--- config.mk ---
export PLATFORM = sky130hd
export DESIGN_NAME = bboe_core
export DESIGN_NICKNAME = d
export VERILOG_FILES = /design/src/inc/bboe_pkg.sv /design/src/hw/bboe_filereg.sv /design/src/hw/bboe_alu.sv /design/src/hw/bboe_core.sv
export SDC_FILE = /design/constraint.sdc
export NUM_CORES = 1
export LEC_CHECK = 0
export ABC_AREA = 1
export BUFFER_PORTS_ARGS = -buffer_cell sky130_fd_sc_hd__buf_2
export CORE_UTILIZATION = 25
export CTS_BUF_LIST = sky130_fd_sc_hd__clkbuf_2 sky130_fd_sc_hd__clkbuf_4 sky130_fd_sc_hd__clkbuf_8
export CTS_CLUSTER_SIZE = 16
export DETAILED_ROUTE_END_ITERATION = 6
export PLACE_DENSITY_LB_ADDON = 0.05
export SYNTH_ARGS = -nofsm -noshare
export SYNTH_HDL_FRONTEND = slang
export SYNTH_SLANG_ARGS = --single-unit
export TNS_END_PERCENT = 10
--- constraint.sdc ---
create_clock -name clk_i -period 4.55 [get_ports clk_i]
set_clock_uncertainty 0.1 [all_clocks]
set_input_delay 0.455 -clock clk_i [delete_from_list [all_inputs] [get_ports clk_i]]
set_output_delay 0.455 -clock clk_i [all_outputs]
set_load 0.05 [all_outputs]
--- src/inc/bboe_pkg.sv ---
package bboe_pkg;

	// Operation codes presented by the decode path
	typedef enum logic [2:0] {
		BBOE_OP_IDLE = 3'b000,
		BBOE_OP_SUM  = 3'b001,
		BBOE_OP_ANDR = 3'b010,
		BBOE_OP_ANDK = 3'b011,
		BBOE_OP_BCLR = 3'b100,
		BBOE_OP_BSET = 3'b101,
		BBOE_OP_TSKL = 3'b110,
		BBOE_OP_TSKH = 3'b111
	} bboe_op_t;

	typedef enum logic [1:0] {
		BBOE_ST_IDLE = 2'b00,
		BBOE_ST_EXEC = 2'b01,
		BBOE_ST_WBRD = 2'b10
	} bboe_state_t;

	localparam int          BBOE_DATA_W   = 8;
	localparam int          BBOE_FADDR_W  = 5;
	localparam int          BBOE_BIDX_W   = 3;
	localparam int          BBOE_WB_ADR_W = 8;

	// Register byte offsets
	localparam logic [7:0]  BBOE_ADR_ACCUM  = 8'h00;
	localparam logic [7:0]  BBOE_ADR_STATUS = 8'h04;
	localparam logic [7:0]  BBOE_ADR_CTRL   = 8'h08;
	localparam int          BBOE_FILE_SEL_BIT = 7;

	// Status and control field positions
	localparam int          BBOE_ST_C    = 0;
	localparam int          BBOE_ST_NOVF = 1;
	localparam int          BBOE_ST_Z    = 2;
	localparam int          BBOE_ST_SKIP = 3;
	localparam int          BBOE_CTRL_RUN = 0;

	// Reset values and port register address
	localparam logic [7:0]  BBOE_ACCUM_RST = 8'h00;
	localparam logic [2:0]  BBOE_FLAGS_RST = 3'h0;
	localparam logic        BBOE_RUN_RST   = 1'b1;
	localparam logic [4:0]  BBOE_PORT_ADDR = 5'h06;

endpackage : bboe_pkg

--- src/hw/bboe_filereg.sv ---
`timescale 1ns/100ps
`default_nettype none

module bboe_filereg #(
	parameter int ADDR_W = 5,
	parameter int WIDTH  = 8
) (
	// Clock and enable
	input  wire logic              clk_i,
	input  wire logic              ce_i,
	// Write port
	input  wire logic              we_i,
	input  wire logic [ADDR_W-1:0] waddr_i,
	input  wire logic [WIDTH-1:0]  wdata_i,
	// Read port, data one cycle after address
	input  wire logic [ADDR_W-1:0] raddr_i,
	output logic      [WIDTH-1:0]  rdata_o
);

	logic [WIDTH-1:0] mem_ff [2**ADDR_W];

	generate
		if (ADDR_W < 1 || WIDTH < 1) begin : g_bad
			$error("bboe_filereg: bad geometry");
		end
	endgenerate

	always_ff @(posedge clk_i) begin
		if (ce_i) begin
			if (we_i) begin
				mem_ff[waddr_i] <= wdata_i;
			end
			rdata_o <= mem_ff[raddr_i];
		end
	end

endmodule : bboe_filereg

`default_nettype wire

--- src/hw/bboe_alu.sv ---
`timescale 1ns/100ps
`default_nettype none

module bboe_alu
	import bboe_pkg::*;
(
	// Clock and reset
	input  wire logic                clk_i,
	input  wire logic                rst_i,
	// Operands
	input  wire bboe_pkg::bboe_op_t  op_i,
	input  wire logic [7:0]          accum_i,
	input  wire logic [7:0]          fval_i,
	input  wire logic [7:0]          imm_i,
	input  wire logic [2:0]          bidx_i,
	input  wire logic                dsel_i,
	// Results
	output logic      [7:0]          result_o,
	output logic                     to_accum_o,
	output logic                     to_file_o,
	output logic                     upd_cdc_o,
	output logic                     upd_z_o,
	output logic                     c_o,
	output logic                     novf_o,
	output logic                     skip_o
);

	logic [7:0] mask;
	logic [8:0] sum;
	logic [4:0] nib;

	genvar gi;
	generate
		for (gi = 0; gi < 8; gi++) begin : g_mask
			assign mask[gi] = (bidx_i == 3'(gi));
		end
	endgenerate

	assign sum = {1'b0, accum_i} + {1'b0, fval_i};
	assign nib = {1'b0, accum_i[3:0]} + {1'b0, fval_i[3:0]};

	always_comb begin
		result_o   = fval_i;
		to_accum_o = 1'b0;
		to_file_o  = 1'b0;
		upd_cdc_o  = 1'b0;
		upd_z_o    = 1'b0;
		skip_o     = 1'b0;
		case (op_i)
			BBOE_OP_SUM: begin
				result_o   = sum[7:0];
				to_accum_o = ~dsel_i;
				to_file_o  = dsel_i;
				upd_cdc_o  = 1'b1;
				upd_z_o    = 1'b1;
			end
			BBOE_OP_ANDR: begin
				result_o   = accum_i & fval_i;
				to_accum_o = ~dsel_i;
				to_file_o  = dsel_i;
				upd_z_o    = 1'b1;
			end
			BBOE_OP_ANDK: begin
				result_o   = accum_i & imm_i;
				to_accum_o = 1'b1;
				upd_z_o    = 1'b1;
			end
			BBOE_OP_BCLR: begin
				result_o  = fval_i & ~mask;
				to_file_o = 1'b1;
			end
			BBOE_OP_BSET: begin
				result_o  = fval_i | mask;
				to_file_o = 1'b1;
			end
			BBOE_OP_TSKL: skip_o = ~|(fval_i & mask);
			BBOE_OP_TSKH: skip_o = |(fval_i & mask);
			default: skip_o = 1'b0;
		endcase
	end

	assign c_o  = sum[8];
	assign novf_o = nib[4];
endmodule : bboe_alu

`default_nettype wire

--- src/hw/bboe_core.sv ---
`timescale 1ns/100ps
`default_nettype none

// Overview of operation
// - Sum accumulator and register, update carry flags
// - AND register with accumulator, Z updated
// - AND accumulator with literal into accumulator
// - Clear one chosen register bit, flags untouched
// - Set one chosen register bit, flags untouched
// - Skip next instruction when tested bit low
// - Skip next instruction when tested bit high
// - Skipped instruction discarded with a flush pulse, no execute cycle
// - Register address 0-31, bit index 0-7
// - Port register operands read from pins
module bboe_core
	import bboe_pkg::*;
#(
	parameter logic [4:0] PORT_ADDR = BBOE_PORT_ADDR
) (
	// Clock, enable, reset
	input  wire logic                clk_i,
	input  wire logic                ce_i,
	input  wire logic                rst_i,
	// Instruction from decode
	input  wire logic                instr_valid_i,
	input  wire bboe_pkg::bboe_op_t  instr_op_i,
	input  wire logic [4:0]          instr_faddr_i,
	input  wire logic [2:0]          instr_bidx_i,
	input  wire logic                instr_dsel_i,
	input  wire logic [7:0]          instr_imm_i,
	output logic                     instr_ready_o,
	output logic                     flush_o,
	// Port pins and output latch
	input  wire logic [7:0]          port_pins_i,
	output logic      [7:0]          port_o,
	// Wishbone slave
	input  wire logic                wb_cyc_i,
	input  wire logic                wb_stb_i,
	input  wire logic                wb_we_i,
	input  wire logic [7:0]          wb_adr_i,
	input  wire logic [31:0]         wb_dat_i,
	input  wire logic [3:0]          wb_sel_i,
	output logic      [31:0]         wb_dat_o,
	output logic                     wb_ack_o
);

	import bboe_pkg::*;

	bboe_state_t st_ff, nxt_st;
	bboe_op_t    op_ff, nxt_op;
	logic [4:0]  faddr_ff, nxt_faddr;
	logic [2:0]  bidx_ff, nxt_bidx;
	logic        dsel_ff, nxt_dsel;
	logic [7:0]  imm_ff, nxt_imm;
	logic [7:0]  accum_ff, nxt_accum;
	logic [2:0]  flags_ff, nxt_flags;
	logic        skip_ff, nxt_skip;
	logic        run_ff, nxt_run;
	logic        ready_ff, nxt_ready;
	logic        flush_ff, nxt_flush;
	logic [7:0]  port_ff, nxt_port;
	logic        ack_ff, nxt_ack;
	logic [31:0] dat_ff, nxt_dat;
	logic [7:0]  pins_meta_ff, pins_sync_ff;

	logic        mem_we;
	logic [4:0]  mem_waddr, mem_raddr;
	logic [7:0]  mem_wdata, mem_rdata;
	logic [7:0]  opnd_val;
	logic        wb_req, take_instr, take_wb, wb_file;
	logic [4:0]  wb_index;

	logic [7:0]  alu_result;
	logic        alu_to_accum, alu_to_file, alu_upd_cdc, alu_upd_z;
	logic        alu_c, alu_novf, alu_skip;

	// Pin levels cross into the clock domain
	always_ff @(posedge clk_i) begin
		if (rst_i) begin
			pins_meta_ff <= 8'h00;
			pins_sync_ff <= 8'h00;
		end else if (ce_i) begin
			pins_meta_ff <= port_pins_i;
			pins_sync_ff <= pins_meta_ff;
		end
	end

	bboe_filereg #(
		.ADDR_W (BBOE_FADDR_W),
		.WIDTH  (BBOE_DATA_W)
	) u_filereg (
		.clk_i   (clk_i),
		.ce_i    (ce_i),
		.we_i    (mem_we),
		.waddr_i (mem_waddr),
		.wdata_i (mem_wdata),
		.raddr_i (mem_raddr),
		.rdata_o (mem_rdata)
	);

	// Port register reads return pin levels, not the latch
	assign opnd_val = (faddr_ff == PORT_ADDR) ? pins_sync_ff : mem_rdata;

	bboe_alu u_alu (
		.clk_i      (clk_i),
		.rst_i      (rst_i),
		.op_i       (op_ff),
		.accum_i    (accum_ff),
		.fval_i     (opnd_val),
		.imm_i      (imm_ff),
		.bidx_i     (bidx_ff),
		.dsel_i     (dsel_ff),
		.result_o   (alu_result),
		.to_accum_o (alu_to_accum),
		.to_file_o  (alu_to_file),
		.upd_cdc_o  (alu_upd_cdc),
		.upd_z_o    (alu_upd_z),
		.c_o        (alu_c),
		.novf_o     (alu_novf),
		.skip_o     (alu_skip)
	);

	assign wb_req     = wb_cyc_i & wb_stb_i & ~ack_ff;
	assign wb_file    = wb_adr_i[BBOE_FILE_SEL_BIT];
	assign wb_index   = wb_adr_i[6:2];
	assign take_instr = (st_ff == BBOE_ST_IDLE) & ready_ff & instr_valid_i;
	assign take_wb    = (st_ff == BBOE_ST_IDLE) & wb_req & ~take_instr;

	// Read address: the instruction operand or the software index
	assign mem_raddr = take_instr ? instr_faddr_i : wb_index;

	// Single write port shared by execution and software
	always_comb begin
		mem_we    = 1'b0;
		mem_waddr = faddr_ff;
		mem_wdata = alu_result;
		if (st_ff == BBOE_ST_EXEC) begin
			mem_we = alu_to_file;
		end else if (take_wb && wb_file && wb_we_i && wb_sel_i[0]) begin
			mem_we    = 1'b1;
			mem_waddr = wb_index;
			mem_wdata = wb_dat_i[7:0];
		end
	end

	always_comb begin
		nxt_st    = st_ff;
		nxt_op    = op_ff;
		nxt_faddr = faddr_ff;
		nxt_bidx  = bidx_ff;
		nxt_dsel  = dsel_ff;
		nxt_imm   = imm_ff;
		nxt_accum = accum_ff;
		nxt_flags = flags_ff;
		nxt_skip  = skip_ff;
		nxt_run   = run_ff;
		nxt_flush = 1'b0;
		nxt_ack   = 1'b0;
		nxt_dat   = dat_ff;
		nxt_port  = port_ff;
		if (mem_we && mem_waddr == PORT_ADDR) begin
			nxt_port = mem_wdata;
		end
		case (st_ff)
			BBOE_ST_IDLE: begin
				if (take_instr && skip_ff) begin
					nxt_skip  = 1'b0;
					nxt_flush = 1'b1;
				end else if (take_instr) begin
					nxt_st    = BBOE_ST_EXEC;
					nxt_op    = instr_op_i;
					nxt_faddr = instr_faddr_i;
					nxt_bidx  = instr_bidx_i;
					nxt_dsel  = instr_dsel_i;
					nxt_imm   = instr_imm_i;
				end else if (take_wb && wb_file && !wb_we_i) begin
					nxt_st    = BBOE_ST_WBRD;
					nxt_faddr = wb_index;
				end else if (take_wb) begin
					nxt_ack = 1'b1;
					nxt_dat = 32'h0000_0000;
					case (wb_adr_i)
						BBOE_ADR_ACCUM: begin
							nxt_dat[7:0] = accum_ff;
							if (wb_we_i && wb_sel_i[0]) begin
								nxt_accum = wb_dat_i[7:0];
							end
						end
						BBOE_ADR_STATUS: begin
							nxt_dat[2:0]         = flags_ff;
							nxt_dat[BBOE_ST_SKIP] = skip_ff;
							if (wb_we_i && wb_sel_i[0]) begin
								nxt_flags = wb_dat_i[2:0];
							end
						end
						BBOE_ADR_CTRL: begin
							nxt_dat[BBOE_CTRL_RUN] = run_ff;
							if (wb_we_i && wb_sel_i[0]) begin
								nxt_run = wb_dat_i[BBOE_CTRL_RUN];
							end
						end
						default: nxt_dat = 32'h0000_0000;
					endcase
				end
			end
			BBOE_ST_EXEC: begin
				nxt_st = BBOE_ST_IDLE;
				if (alu_to_accum) begin
					nxt_accum = alu_result;
				end
				if (alu_upd_cdc) begin
					nxt_flags[BBOE_ST_C]  = alu_c;
					nxt_flags[BBOE_ST_NOVF] = alu_novf;
				end
				if (alu_upd_z) begin
					nxt_flags[BBOE_ST_Z] = (alu_result == 8'h00);
				end
				nxt_skip = alu_skip;
			end
			BBOE_ST_WBRD: begin
				nxt_st       = BBOE_ST_IDLE;
				nxt_ack      = 1'b1;
				nxt_dat      = 32'h0000_0000;
				nxt_dat[7:0] = opnd_val;
			end
			default: nxt_st = BBOE_ST_IDLE;
		endcase
		nxt_ready = (nxt_st == BBOE_ST_IDLE) & nxt_run;
	end

	always_ff @(posedge clk_i) begin
		if (rst_i) begin
			st_ff    <= BBOE_ST_IDLE;
			op_ff    <= BBOE_OP_IDLE;
			faddr_ff <= 5'h00;
			bidx_ff  <= 3'h0;
			dsel_ff  <= 1'b0;
			imm_ff   <= 8'h00;
			accum_ff <= BBOE_ACCUM_RST;
			flags_ff <= BBOE_FLAGS_RST;
			skip_ff  <= 1'b0;
			run_ff   <= BBOE_RUN_RST;
			ready_ff <= 1'b0;
			flush_ff <= 1'b0;
			port_ff  <= 8'h00;
			ack_ff   <= 1'b0;
			dat_ff   <= 32'h0000_0000;
		end else if (ce_i) begin
			st_ff    <= nxt_st;
			op_ff    <= nxt_op;
			faddr_ff <= nxt_faddr;
			bidx_ff  <= nxt_bidx;
			dsel_ff  <= nxt_dsel;
			imm_ff   <= nxt_imm;
			accum_ff <= nxt_accum;
			flags_ff <= nxt_flags;
			skip_ff  <= nxt_skip;
			run_ff   <= nxt_run;
			ready_ff <= nxt_ready;
			flush_ff <= nxt_flush;
			port_ff  <= nxt_port;
			ack_ff   <= nxt_ack;
			dat_ff   <= nxt_dat;
		end
	end

	assign instr_ready_o = ready_ff;
	assign flush_o       = flush_ff;
	assign port_o        = port_ff;
	assign wb_ack_o      = ack_ff;
	assign wb_dat_o      = dat_ff;

	logic exec_ce;
	assign exec_ce = (st_ff == BBOE_ST_EXEC) & ce_i;
endmodule : bboe_core

`default_nettype wire

## Word-level counts from Yosys, hierarchy flattened

Memories as Yosys holds them, arrays and structs flattened. A register that Yosys moved wholly into a read port is not among the register bits.
Cells that the tools add are included.

- Register bits: 94
- Bits in latches: 0
- Bits in writable memories: 256
- ROM bits: 0
- Bits of input ports: 79
- Output and inout bits: 43
- Logic and storage cells: 162
- Memories: 1

- $add $sub $neg: 2
- Multipliers: 0
- Divide/modulo/power cells: 0
- Magnitude comparators: 0
- Equal/unequal tests: 31
- Shift operators: 0
- Mux-type cells: 64
- Bitwise gates (word level): 17
- Reductions and logical operators: 29

Memories:

| name | depth | width | rd ports | clocked after memory_dff | wr ports | line | text |
|---|---|---|---|---|---|---|---|
| u_filereg.mem_ff | 32 | 8 | 1 | 1 | 1 | bboe_filereg.sv:20 | `logic [WIDTH-1:0] mem_ff [2**ADDR_W];` |

Operator list:

| operator | number |
|---|---|
| $mux 32 | 4 |
| $mux 8 | 10 |
| $pmux 32 s2 | 1 |
| $pmux 8 s5 | 1 |
| $and 8x8->8 | 4 |
| $reduce_and 9->1 | 3 |
| $mux 5 | 5 |
| $eq 3x3->1 const B | 8 |
| $mux 1 | 22 |
| $mux 3 | 6 |
| $logic_not 8->1 | 2 |
| $pmux 8 s2 | 1 |
| $ne 2x2->1 const B | 7 |
| $eq 3x2->1 const B | 4 |
| $pmux 3 s2 | 2 |
| $eq 5x3->1 const B | 2 |
| $mux 2 | 5 |
| $pmux 1 s2 | 5 |
| $add 8x8->9 | 1 |
| $eq 8x3->1 const B | 1 |
| $eq 8x4->1 const B | 1 |
| $ne 2x1->1 const B | 4 |
| $not 8->8 | 1 |
| $or 8x8->8 | 1 |
| other kinds (20) | 42 |

## Longest topological paths before layout

- Word-level depth: 13
- Gate-level depth with buffers: 21
- Gate-level depth less buffers: 20

## Hierarchy

From an unflattened synthesis, not the netlist that was laid out.

- Cell total of the unflattened synthesis: 1662
- Area, all modules: 15508.6 um^2

Modules (own cells, without submodules):

| module | instances | cells each | area an instance (um^2) | sequential area each (um^2) |
|---|---|---|---|---|
| bboe_filereg | 1 | 924 | 10870.4 | 7927.6 |
| bboe_core | 1 | 551 | 3707.3 | 1401.3 |
| bboe_alu | 1 | 187 | 930.9 | 0.0 |

## Worst setup path after synthesis

Ideal clock, no wire load.

- Kind: register to register
- Start point: register faddr_ff[2]
- End point: memory u_filereg.mem_ff[0][6], data pin
- Setup time: 464 ps
- Arrival: 3447 ps
- Required time: 3986 ps
- Setup slack: 539 ps
- Cell stages (with the launch flop): 16
- Path buffers: 1
- Clock period less this slack: 4011 ps
- Path through: dfxtp_1 inv_1 nor2_1 nand3_1 buf_2 o21ai_0 ha_1 a21oi_1 inv_1 nand2_1 nand3_1 nand2_1 nand3_1 nand3_1 inv_1 o21ai_0

- Cells in the longest elaborated chain, start to end: 6
- Elaborated cells between the ends (all ways): 9
- Those cells by class: add/sub: 1; eq/ne: 1; mux: 4; bitwise: 3

Ends and longest elaborated chain:

| item | line | text |
|---|---|---|
| from (decl) | bboe_core.sv:51 | `logic [4:0] faddr_ff, nxt_faddr;` |
| from (signal assigned) | bboe_core.sv:251 | `faddr_ff <= nxt_faddr;` |
| $eq 5x3->1 (*) | bboe_core.sv:102 | `assign opnd_val = (faddr_ff == PORT_ADDR) ? pins_sync_ff : mem_rdata;` |
| $mux 8 (*) | bboe_core.sv:102 |  |
| $add 8x8->9 (tied with other cells) | bboe_alu.sv:39 | `assign sum = {1'b0, accum_i} + {1'b0, fval_i};` |
| $pmux 8 s5 (*) | bboe_alu.sv:49 | `case (op_i)` |
| $mux 8 | bboe_core.sv:139 | `end else if (take_wb && wb_file && wb_we_i && wb_sel_i[0]) begin` |
| $mux 8 (*) | bboe_core.sv:137 | `if (st_ff == BBOE_ST_EXEC) begin` |
| via mem_wdata[6] | bboe_core.sv:68 | `logic [7:0] mem_wdata, mem_rdata;` |
| to (decl) | bboe_filereg.sv:20 |  |

The timed path passes the listed nets; every way through them passes the cells marked *.

## Worst setup path after layout

- Start point: register faddr_ff[2]
- End point: memory u_filereg.mem_ff[10][6], data pin

Same word-level chain as after synthesis.

==> flow_summary.yaml <==
synth:
  ys_types: 40
  synthTopCellsByArea: "edfxtp_1, dfxtp_1, nand2_1"
  synth_area_sq_mm: 0.01512
  ys_warn_count: 0
  synth_edf_count: 264
  yosysSeqAreaShare_pct: 61.68
  synthCells: 1532
  synth-seq-cells: 334
  yosysTopAreaCell: "edfxtp_1"
  synth_top_area_share_pct: 52.42
  synth.avg_cell_area_sq_um: 9.872
  async_flop_share_pct: 0
  synth_flop_cell: "edfxtp_1"
placed_design:
  portBuffers: 70
  hpwl_mm: 32.43
  placed_cells: 2362
  gp_congestion: 0.8479
  dp_slack_ps: 792.3
routing:
  first_pass_iters: 4
  wl_met1_mm: 25.37
  first_iter_violations: 724
  routed-wl-met2_mm: 22.84
  post_drt_wl_per_cell_um: 20.69
  detail-route-antenna-nets: 0
  vias: 11450
  drc: 0
  drt_wl_total_mm: 51.80
  met3_length_mm: 2.395
  top_layer_used: "met4"
  viasPerCell: 4.575
global_route:
  grt_usage_pct: 17.06
  grt_max_degree: 129
  antenna_found_initial: 1
  grt_pass1_wl_mm: 75.53
  grt_pass1_vias: 11260
  gr-total-overflow: 0
worst_hold_path:
  hp-class: "in2reg"
sta:
  setup_ws_ps: 808.1
  rsz0062_at_grt: "no"
  fmax_mhz: 267.2
  tns_ps: 0
  slew_headroom_pct: 39.25
  tightest_slew_ps: 903.0
  fin_crit_ps: 3742
  drv_slew: 0
  hold_viol: 0
  setup_violations: 0
  fin_crit_sh_pct: 82.24
worst_setup_path:
  slowest_stage: "o21ai_4"
  cpMostUsedCell: "nand3_1"
  path_class: "reg2reg"
  critical_path.cell_chain: "inv_1 > nor2_1 > nand3_1 > o21ai_0 > ha_1 > a21oi_1 > inv_1 > nand2_1 > nand3_1 > nand2_1 > nand3_1 > nand3_1 > inv_1 > o21ai_4 > buf_4"
  crit_path_end_kind: "flip-flop"
  cp.arrival_ps: 4110
  startpoint_type: "flip-flop"
  crit_fanout: 19
  worstPathRequired_ps: 4920
  slowest_delay_ps: 630
power_and_ir_drop:
  powerDensity_mw_per_mm2: 412.3
  swShare_pct: 28.18
  p_leak_nw: 6.871
  p_switching_mw: 2.101
  p_total_mw: 7.454
  clock_power_share_pct: 40.4
  p_int_mw: 5.353
  combPwrFrac_pct: 13.3
  peakVddDrop_v: 0.0001455
  seqPwrFrac_pct: 46.3
clock_network:
  clk_latency_ps: 630
  cts_max_path_buffers: 3
  cts_tree: "built"
  cts_buffers: 66
  clkTransAtPathRegs_ps: 50
  cts_sinks: 334
  cts_max_level: 3
  cts_root_buf: "clkbuf_8"
  cts_setup_buffers: 0
layout:
  fin_nets: 1768
  mostFrequentLayoutCell: "nand2_1"
  final_cells: 2503
  drive_gt1_share_pct: 18.58
  final_cell_mix: "nand2_1, edfxtp_1, nor2_1, nand3_1, o21ai_0"
  utilization_pct: 30.46
  area_growth_pct: 19.54
floorplanning:
  die_w_um: 248.0
  die_area_sq_mm: 0.06149
  initial_utilization_pct: 25.48
  core-area_sq_mm: 0.05935
  io_pins: 122
  row_count: 89
  fp.dieH_um: 248.0
status:
  status: "complete, no violations"
job:
  maxCapViolations: 0
-- what timing repair did --
item,in CTS,in global routing
hold buffers,23,0
gates resized for setup,0,0
endpoints found under the hold margin,23,0
-- final timing paths --
check	start	to	slack [ps]	depth (start not counted)
setup / recovery	faddr_ff[2]$_SDFFE_PP0P_	u_filereg.mem_ff[10][6]$_DFFE_PP_	810	15
hold / removal	instr_bidx_i[1]	bidx_ff[1]$_SDFFE_PP0P_	60	3
hold reg to reg	faddr_ff[0]$_SDFFE_PP0P_	faddr_ff[0]$_SDFFE_PP0P_	360	2
setup reg to reg	faddr_ff[2]$_SDFFE_PP0P_	u_filereg.mem_ff[10][6]$_DFFE_PP_	810	15
-- layout make-up --
class                      count  area (sq um)
antenna                        2         5.005
sequential                   334          9329
timing repair buffer         149          1051
clock buffer                 103          1199
inverter                      96         360.3
clock inverter                13         77.57
tap                          773         967.2
multi-input combinational   1033          5091
fill                        6210         41270
-- worst max-delay path: cells and delay by family, from the launching register on --
| kind | cells | cell delay [ps] |
|---|---|---|
| compound gates | 3 | 1320 |
| fa+ha+maj | 1 | 360 |
| simple gates | 7 | 960 |
| flops | 1 | 320 |
| buf+inv | 4 | 500 |
-- per-stage QoR --
step / hold WS [ps] / area, sq um
after floorplan: 328.9 / 15210
after global placement: 351.7 / 16570
after detailed placement: 354.1 / 16570
after CTS: 20.08 / 18070
after global routing: 53.41 / 18080
final: 56.24 / 18080
-- power by group through the flow --
| stage | clock (mW) | sequential, mW | combinational, mW |
|---|---|---|---|
| floorplan | 0 | 3.53 | 0.548 |
| global placement | 0 | 3.51 | 0.997 |
| detailed placement | 0 | 3.51 | 0.998 |
| CTS | 3.14 | 3.45 | 1.02 |
| global route | 3.26 | 3.45 | 1.09 |
| finish | 3.01 | 3.45 | 0.988 |
-- registers in the layout, summed over array words and instances (netlist names), 3 cells and up --
name               flops
imm_ff                 8
flags_ff               3
port_o                 8
bidx_ff                3
pins_meta_ff           8
u_filereg.mem_ff     256
op_ff                  3
accum_ff               8
u_filereg.rdata_o      8
pins_sync_ff           8
wb_dat_o               8
faddr_ff               5
-- cell families (layout without fill, tap and decap cells) --
logic type | after synthesis | in the layout | share of synthesized area, %
other | 1 | 26 | 0.02479
AO/OA/AOI/OAI | 280 | 280 | 11.00
flip-flops | 334 | 334 | 61.68
adder cells (fa/ha/maj) | 9 | 9 | 0.7942
buffers and inverters | 188 | 361 | 5.650
AND/OR/NAND/NOR | 720 | 720 | 20.85
-- per-layer routing --
layer	vias to the layer above	global-route usage, %
met2	265	26.13
met3	77	3.255
li1	5583	-
met4	0	5.792
met1	5525	23.92
met5	-	0
-- synth_stat cells (2+ instances only) --
library cell and instances:
nor2_4 3, nor4_1 3, nor2_1 165, inv_2 4
o21ai_2 2, nand2_1 327, clkinv_1 3, nand4_1 14
a21oi_1 50, o211ai_1 84, inv_1 89, edfxtp_1 264
nand3_1 130, buf_2 20, ha_1 8, nand3_2 2
nand3b_1 3, or2_2 59, o21ai_0 109, clkbuf_1 38
o21ai_1 16, a21o_1 8, buf_1 5, nand2_2 3
a32oi_1 2, buf_6 4, nor2_2 2, buf_4 25
nor3_1 6, dfxtp_1 70, a31oi_1 5
Power figures use the tool's default switching activity.
